==> src/design/wake_timer_pkg.sv <==
package wake_timer_pkg;

  // ----------------------------------------------------------------
  // Register map
  // ----------------------------------------------------------------
  localparam logic [5:0] ADDR_PERIOD_HI   = 6'h1E;
  localparam logic [5:0] ADDR_PERIOD_LO   = 6'h1F;
  localparam logic [5:0] ADDR_CONTROL     = 6'h20;
  localparam logic [5:0] ADDR_READOUT_HI  = 6'h38;
  localparam logic [5:0] ADDR_READOUT_LO  = 6'h39;

  // ----------------------------------------------------------------
  // Reset values and field positions
  // ----------------------------------------------------------------
  localparam logic [7:0] PERIOD_HI_RESET  = 8'h87;
  localparam logic [7:0] PERIOD_LO_RESET  = 8'h6B;
  localparam logic       PD_RESET         = 1'b1;
  localparam logic [2:0] EV1_SEL_RESET    = 3'h7;
  localparam logic       CAL_EN_RESET     = 1'b1;
  localparam logic [1:0] RES_RESET        = 2'h0;
  localparam int         CTRL_PD_BIT      = 7;
  localparam int         CTRL_EV1_MSB     = 6;
  localparam int         CTRL_EV1_LSB     = 4;
  localparam int         CTRL_CAL_BIT     = 3;
  localparam int         CTRL_RES_MSB     = 1;
  localparam int         CTRL_RES_LSB     = 0;

  // ----------------------------------------------------------------
  // Timing
  // ----------------------------------------------------------------
  // Crystal clocks per slow oscillator period
  localparam int         RC_DIVIDE        = 750;
  localparam int         RC_CNT_W         = 10;
  // Slow periods spent in the start-up calibration
  localparam int         CAL_PERIODS_DEF  = 4;
  // Last step count for each resolution: 1, 2^5, 2^10, 2^15 periods
  localparam logic [14:0] STEP_LAST_RES0  = 15'h0000;
  localparam logic [14:0] STEP_LAST_RES1  = 15'h001F;
  localparam logic [14:0] STEP_LAST_RES2  = 15'h03FF;
  localparam logic [14:0] STEP_LAST_RES3  = 15'h7FFF;

  // Second event delay in slow periods, four times longer with autosync on
  function automatic logic [7:0] ev1_delay(input logic [2:0] sel, input logic autosync);
    logic [7:0] base;
    base = 8'h00;
    unique case (sel)
      3'h0: base = 8'h04;
      3'h1: base = 8'h06;
      3'h2: base = 8'h08;
      3'h3: base = 8'h0C;
      3'h4: base = 8'h10;
      3'h5: base = 8'h18;
      3'h6: base = 8'h20;
      3'h7: base = 8'h30;
    endcase
    return autosync ? {base[5:0], 2'b00} : base;
  endfunction

endpackage

==> src/design/slow_osc_if.sv <==
`timescale 1ns/1ps
`default_nettype none
interface slow_osc_if;
  logic run;
  logic tick;
  modport ctrl (output run, input tick);
  modport osc  (input run, output tick);
endinterface
`default_nettype wire

==> src/design/slow_osc_divider.sv <==
`timescale 1ns/1ps
`default_nettype none
module slow_osc_divider
  import wake_timer_pkg::*;
#(
  parameter int DIVIDE = RC_DIVIDE
) (
  input  wire logic  clk,
  input  wire logic  rst,
  slow_osc_if.osc    osc
);

  generate
    if (DIVIDE < 2 || DIVIDE > (1 << RC_CNT_W)) begin : g_bad_div
      $error("divider value out of range");
    end
  endgenerate

  localparam logic [RC_CNT_W-1:0] CNT_LAST = RC_CNT_W'(DIVIDE - 1);

  typedef struct packed {
    logic [RC_CNT_W-1:0] cnt;
    logic                tick;
  } div_state_t;

  div_state_t st_r;
  div_state_t st_nxt;

  // ----------------------------------------------------------------
  // Divide crystal clock down to slow oscillator periods
  // ----------------------------------------------------------------
  // Counter holds at zero while powered down
  always_comb begin
    st_nxt = st_r;
    st_nxt.tick = 1'b0;
    if (!osc.run) begin
      st_nxt.cnt = '0;
    end else if (st_r.cnt == CNT_LAST) begin
      st_nxt.cnt  = '0;
      st_nxt.tick = 1'b1;
    end else begin
      st_nxt.cnt = st_r.cnt + 1'b1;
    end
  end

  // State register
  always_ff @(posedge clk) begin
    if (rst) begin
      st_r <= '0;
    end else begin
      st_r <= st_nxt;
    end
  end

  assign osc.tick = st_r.tick;
endmodule
`default_nettype wire

==> src/design/wake_radio_event_timer.sv <==
`timescale 1ns/1ps
`default_nettype none
module wake_radio_event_timer
  import wake_timer_pkg::*;
#(
  parameter int CAL_PERIODS = CAL_PERIODS_DEF
) (
  input  wire logic       clk,
  input  wire logic       rst,
  input  wire logic       reg_wr_en,
  input  wire logic       reg_rd_en,
  input  wire logic [5:0] reg_addr,
  input  wire logic [7:0] reg_wdata,
  output logic      [7:0] reg_rdata,
  input  wire logic       wake_autosync_select,
  output logic            wake_period_value_pulse,
  output logic            second_event_delay_select_pulse,
  output logic            slow_osc_running,
  output logic            slow_osc_cal_active
);

  generate
    if (CAL_PERIODS < 1 || CAL_PERIODS > 15) begin : g_bad_cal
      $error("calibration length out of range");
    end
  endgenerate

  localparam logic [3:0] CAL_LOAD = 4'(CAL_PERIODS);

  typedef struct packed {
    logic [7:0]  period_hi;
    logic [7:0]  period_lo;
    logic        pd;
    logic [2:0]  ev1_sel;
    logic        cal_en;
    logic [1:0]  res;
    logic [14:0] step_cnt;
    logic [15:0] period_cnt;
    logic [7:0]  ev1_cnt;
    logic [15:0] readout;
    logic [3:0]  cal_cnt;
    logic        ev0;
    logic        ev1;
    logic [7:0]  rdata;
  } timer_state_t;

  timer_state_t st_r;
  timer_state_t st_nxt;
  slow_osc_if   osc ();

  // ----------------------------------------------------------------
  // Slow oscillator
  // ----------------------------------------------------------------
  // divided slow clock
  slow_osc_divider #(.DIVIDE(RC_DIVIDE)) u_div (
    .clk (clk),
    .rst (rst),
    .osc (osc)
  );

  assign osc.run = !st_r.pd;

  // ----------------------------------------------------------------
  // Derived terms
  // ----------------------------------------------------------------
  logic [15:0] period_val;
  logic [14:0] step_last;
  logic        step_done;
  logic        period_done;
  logic        ctrl_wr;

  assign period_val = {st_r.period_hi, st_r.period_lo};
  assign ctrl_wr    = reg_wr_en && reg_addr == ADDR_CONTROL;

  always_comb begin
    step_last = STEP_LAST_RES0;
    unique case (st_r.res)
      2'h0: step_last = STEP_LAST_RES0;
      2'h1: step_last = STEP_LAST_RES1;
      2'h2: step_last = STEP_LAST_RES2;
      2'h3: step_last = STEP_LAST_RES3;
    endcase
  end

  // A value of zero behaves as one step
  // At or above the last count, so a lowered resolution cannot strand the step count
  assign step_done   = osc.tick && st_r.step_cnt >= step_last;
  assign period_done = step_done && ({1'b0, st_r.period_cnt} + 17'h00001) >= {1'b0, period_val};

  // ----------------------------------------------------------------
  // Next state
  // ----------------------------------------------------------------
  always_comb begin
    st_nxt     = st_r;
    st_nxt.ev0 = 1'b0;
    st_nxt.ev1 = 1'b0;

    if (step_done) begin
      st_nxt.step_cnt   = '0;
      st_nxt.period_cnt = st_r.period_cnt + 1'b1;
    end else if (osc.tick) begin
      st_nxt.step_cnt = st_r.step_cnt + 1'b1;
    end

    if (osc.tick) begin
      st_nxt.readout = st_r.readout + 1'b1;
    end

    if (osc.tick && st_r.ev1_cnt != 8'h00) begin
      st_nxt.ev1_cnt = st_r.ev1_cnt - 1'b1;
      st_nxt.ev1     = st_r.ev1_cnt == 8'h01;
    end

    if (period_done) begin
      st_nxt.ev0        = 1'b1;
      st_nxt.period_cnt = '0;
      st_nxt.readout    = '0;
      st_nxt.ev1_cnt    = ev1_delay(st_r.ev1_sel, wake_autosync_select);
    end

    // Calibration runs on slow periods
    if (osc.tick && st_r.cal_cnt != 4'h0) begin
      st_nxt.cal_cnt = st_r.cal_cnt - 1'b1;
    end

    if (reg_wr_en && reg_addr == ADDR_PERIOD_HI) begin
      st_nxt.period_hi = reg_wdata;
    end
    if (reg_wr_en && reg_addr == ADDR_PERIOD_LO) begin
      st_nxt.period_lo = reg_wdata;
    end

    // Control register write
    if (ctrl_wr) begin
      st_nxt.pd      = reg_wdata[CTRL_PD_BIT];
      st_nxt.ev1_sel = reg_wdata[CTRL_EV1_MSB:CTRL_EV1_LSB];
      st_nxt.cal_en  = reg_wdata[CTRL_CAL_BIT];
      st_nxt.res     = reg_wdata[CTRL_RES_MSB:CTRL_RES_LSB];
      if (!reg_wdata[CTRL_CAL_BIT]) begin
        st_nxt.cal_cnt = 4'h0;
      end else if (!reg_wdata[CTRL_PD_BIT]) begin
        st_nxt.cal_cnt = CAL_LOAD;
      end
    end

    // Registered read data, reserved bit 2 reads zero
    if (reg_rd_en) begin
      unique case (reg_addr)
        ADDR_PERIOD_HI:  st_nxt.rdata = st_r.period_hi;
        ADDR_PERIOD_LO:  st_nxt.rdata = st_r.period_lo;
        ADDR_CONTROL:    st_nxt.rdata = {st_r.pd, st_r.ev1_sel, st_r.cal_en, 1'b0, st_r.res};
        ADDR_READOUT_HI: st_nxt.rdata = st_r.readout[15:8];
        ADDR_READOUT_LO: st_nxt.rdata = st_r.readout[7:0];
        default:         st_nxt.rdata = 8'h00;
      endcase
    end
  end

  // ----------------------------------------------------------------
  // State register
  // ----------------------------------------------------------------
  // documented reset values
  always_ff @(posedge clk) begin
    if (rst) begin
      st_r           <= '0;
      st_r.period_hi <= PERIOD_HI_RESET;
      st_r.period_lo <= PERIOD_LO_RESET;
      st_r.pd        <= PD_RESET;
      st_r.ev1_sel   <= EV1_SEL_RESET;
      st_r.cal_en    <= CAL_EN_RESET;
      st_r.res       <= RES_RESET;
    end else begin
      st_r <= st_nxt;
    end
  end

  // Outputs
  assign reg_rdata           = st_r.rdata;
  assign wake_period_value_pulse        = st_r.ev0;
  assign second_event_delay_select_pulse        = st_r.ev1;
  assign slow_osc_running    = !st_r.pd;
  assign slow_osc_cal_active = st_r.cal_cnt != 4'h0;
endmodule
`default_nettype wire

==> config.mk <==
export PLATFORM = sky130hd
export DESIGN_NAME = wake_radio_event_timer
export DESIGN_NICKNAME = d
export VERILOG_FILES = /design/src/design/wake_timer_pkg.sv /design/src/design/slow_osc_if.sv /design/src/design/slow_osc_divider.sv /design/src/design/wake_radio_event_timer.sv
export SDC_FILE = /design/constraint.sdc
export NUM_CORES = 1
export LEC_CHECK = 0
export BUFFER_PORTS_ARGS = -buffer_cell sky130_fd_sc_hd__buf_4
export CELL_PAD_IN_SITES_DETAIL_PLACEMENT = 1
export CELL_PAD_IN_SITES_GLOBAL_PLACEMENT = 1
export CORE_MARGIN = 8
export CORE_UTILIZATION = 50
export DETAILED_ROUTE_END_ITERATION = 16
export MAX_ROUTING_LAYER = met4
export PLACE_DENSITY_LB_ADDON = 0.12
export SETUP_SLACK_MARGIN = 0.1
export SKIP_CTS_REPAIR_TIMING = 1
export SYNTH_ARGS = -nofsm -noshare
export SYNTH_HDL_FRONTEND = slang
export SYNTH_SLANG_ARGS = --single-unit
==> constraint.sdc <==
create_clock -name clk -period 4.9 [get_ports clk]
set_input_delay 0.735 -clock clk [delete_from_list [all_inputs] [get_ports clk]]
set_output_delay 0.735 -clock clk [all_outputs]
set_load 0.02 [all_outputs]
==> results.txt <==
Seq/Total Area, Yosys: 0.372
share of layout cells above drive strength 1: 0.0886
Worst path slowest cell: dfxtp_1
H-tree levels: 3
vias in the first global route: 5184
Synth Instances: 697
IO buf count: 30
Worst Hold Slack: 0.476 ns
most used cells in the layout excluding fill and tap cells: 108 x dfxtp_1, 86 x nand2_1, 80 x nor2_1
post-route ant nets: 0
Worst Tran Pin Value: 1.25 ns
prevailing post-synth register cell: dfxtp_1
ranking of synthesized cells by area: dfxtp_1 37%, ha_1 8.4%, nand2_1 5.6%
Sum Neg Setup Slack: 0 ns
syn nets: 755
Reg2Reg Launch Point: st_r[38]$_SDFFE_PP0P_
slew margin rel.: 0.161
Synth Register Bits: 108
crit path time final: 3.81 ns
GRT Total Usage: 0.214
TritonCTS Buffers: 9
Place WS: 1.12 ns
biggest area consumer among synthesized cells: dfxtp_1
Crit path depth: 14
Req. time, crit path: 5.17 ns
period utilization: 0.778
max-capacitance violation count: 0
CTS root buf: clkbuf_16
leakage: 2.39 nW
ys async rst share: 0
Clock Sinks: 108
area delta synth->final: 9.66%
Fill cells: 1348
drt initial violations: 172
crit path max fanout: 17
io pins: 31
Worst EP arrival: 4.08 ns
R2R setup slack: 1.09 ns
post-route cell area: 0.00636 mm²
vias per inst: 5.76
Ys Warns: 0
Crit Path Class: flop to flop
R2R depth: 14
WP buf/inv: 2
RSZ-0062 raised after global routing: no
worst skew pair latency: 0.35 ns
Worst path max stage delay: 0.43 ns
unique cell type count in the Yosys netlist: 49
Vias: 4919
Die Width: 124 µm
PnR worst setup slack: 1.09 ns
fin nets: 764
TritonCTS clock tree: built
die area: 0.0153 mm²
1st-pass router iterations: 4
hpwl dp: 11300 µm
Fmax: 262 MHz
core area: 0.0114 mm²
CP endpoint: st_r[20]$_SDFFE_PP0P_
largest net degree at the start of global routing: 71
post-synth top area share: 0.372
status: complete, no violations
first-pass GRT wire length: 25300 µm
CTS max path bufs: 2
EDFF count, synth: 0
Final Routed Wirelength: 15000 µm
r2r endpoint: st_r[20]$_SDFFE_PP0P_
number of remaining DRC errors: 0
Peak VDD IR: 0.223 mV
final setup fails: 0
CP top delay family: simple AND/OR/NAND/NOR gates
CP startpoint: st_r[38]$_SDFFE_PP0P_
synthesized area: 0.00580 mm²
initial antenna violation count: 0
n_diodes: 0
Worst setup SP type: flop
Setup Skew: 0.00709 ns
Tightest Hold Check Type: flop to flop
commonest non-fill, non-tap cell in the layout: dfxtp_1
power per standard cell area: 268 mW/mm²
CP Cell Sequence: ha_1 -> nand3_1 -> or2_2 -> nor3_1 -> xnor2_1 -> ha_1 -> nand3_1 -> o211ai_1 -> a211oi_1 -> and2_1 -> buf_4 -> a21oi_2 -> buf_4 -> nor3_1
Worst-path clk slew: 0.07 ns
Avg Cell Area, Syn: 8.33 µm²
Slew Viols, Final: 0
grt ovf: 0
CP endpoint kind: flop
row cnt: 39
count of final hold-check violations: 0
Starting Density: 0.511
Die H: 124 µm
Routability Congestion: 0.853
DP Area: 0.00607 mm²
routed len/inst: 17.5 µm
==> cells in the mapped netlist (4+ instances only) <==
| cell type | instances |
|---|---|
| nor2_1 | 80 |
| nor3_1 | 30 |
| o211ai_1 | 11 |
| and2_1 | 7 |
| or2_2 | 4 |
| a21oi_1 | 24 |
| nand2_1 | 86 |
| mux2i_1 | 18 |
| o32ai_1 | 6 |
| nand4_1 | 26 |
| a22o_1 | 7 |
| ha_1 | 39 |
| nor4_1 | 7 |
| a31oi_1 | 9 |
| buf_2 | 6 |
| xor2_1 | 29 |
| inv_1 | 41 |
| o21ai_0 | 8 |
| buf_4 | 9 |
| and3_1 | 10 |
| mux2_2 | 4 |
| a211oi_1 | 10 |
| nand2b_1 | 4 |
| a221oi_1 | 8 |
| xnor2_1 | 27 |
| nand3_1 | 19 |
| dfxtp_1 | 108 |
| clkbuf_1 | 20 |
| a311oi_1 | 7 |
==> logic make-up after synthesis <==
logic type	share of synthesized area
XOR/XNOR	0.0845
buffers and inverters	0.0588
adder cells (fa/ha/maj)	0.0841
flip-flops	0.372
multiplexers	0.0388
AO/OA/AOI/OAI	0.122
AND/OR/NAND/NOR	0.239
==> routing by layer <==
layer,global-route usage,up-vias,wire length [µm]
li1,-,2451,-
met5,-,-,0
met1,0.245,2399,6660
met2,0.373,55,7670
met3,0.0458,14,424
met4,0.0542,0,206
==> through the flow <==
stage | power [mW] | instances | util
after floorplan | 0.961 | 697 | -
after detailed placement | 0.990 | 838 | 0.534
after global routing | 1.76 | 854 | 0.560
after global placement | 0.988 | 838 | 0.534
after CTS | 1.72 | 854 | 0.560
final | 1.70 | 854 | 0.560
==> worst register-to-register path: stages, from the launching register on <==
cell and delay, ns:
dfxtp_1 0.43, ha_1 0.26, nand3_1 0.23, or2_2 0.40, nor3_1 0.25, xnor2_1 0.18, ha_1 0.28, nand3_1 0.16
o211ai_1 0.12, a211oi_1 0.38, and2_1 0.19, buf_4 0.21, a21oi_2 0.18, buf_4 0.26, nor3_1 0.19
==> registers in the layout, summed over array words and instances (netlist names), named ones only <==
signal and count:
second_event_delay_select_pulse 1, u_div.osc.tick 1, wake_period_value_pulse 1, reg_rdata 8, u_div.st_r 10, period_val 16
st_r 66
==> cell type report <==
class / count / area, µm² / share of cell area
inverters: 41 / 154 / 0.0242
clock inverters: 4 / 48.8 / 0.00767
flip-flops and latches: 108 / 2160 / 0.340
repair buffers: 36 / 270 / 0.0425
multi-input cells: 510 / 3300 / 0.519
well taps: 143 / 179 / 0.0281
clock buffers: 12 / 246 / 0.0387
==> report_power, final <==
group	total (mW)	switching (mW)	internal (mW)
registers	0.892	0.00767	0.884
logic	0.0774	0.0471	0.0303
clock network	0.733	0.323	0.410
==> how the worst min path moves through the flow <==
stage / startpoint / end / cells after the start
finish: st_r[52]$_SDFFE_PP0P_ / st_r[52]$_SDFFE_PP0P_ / 2
detailed placement: flop / st_r[32]$_SDFFE_PP0P_ / 2
floorplan: st_r[52]$_SDFFE_PP0P_ / st_r[52]$_SDFFE_PP0P_ / 2
global route: flop / st_r[32]$_SDFFE_PP0P_ / 2
global placement: st_r[52]$_SDFFE_PP0P_ / st_r[52]$_SDFFE_PP0P_ / 2
CTS: st_r[52]$_SDFFE_PP0P_ / st_r[52]$_SDFFE_PP0P_ / 2
No activity file was read; power rests on OpenSTA's default activity.
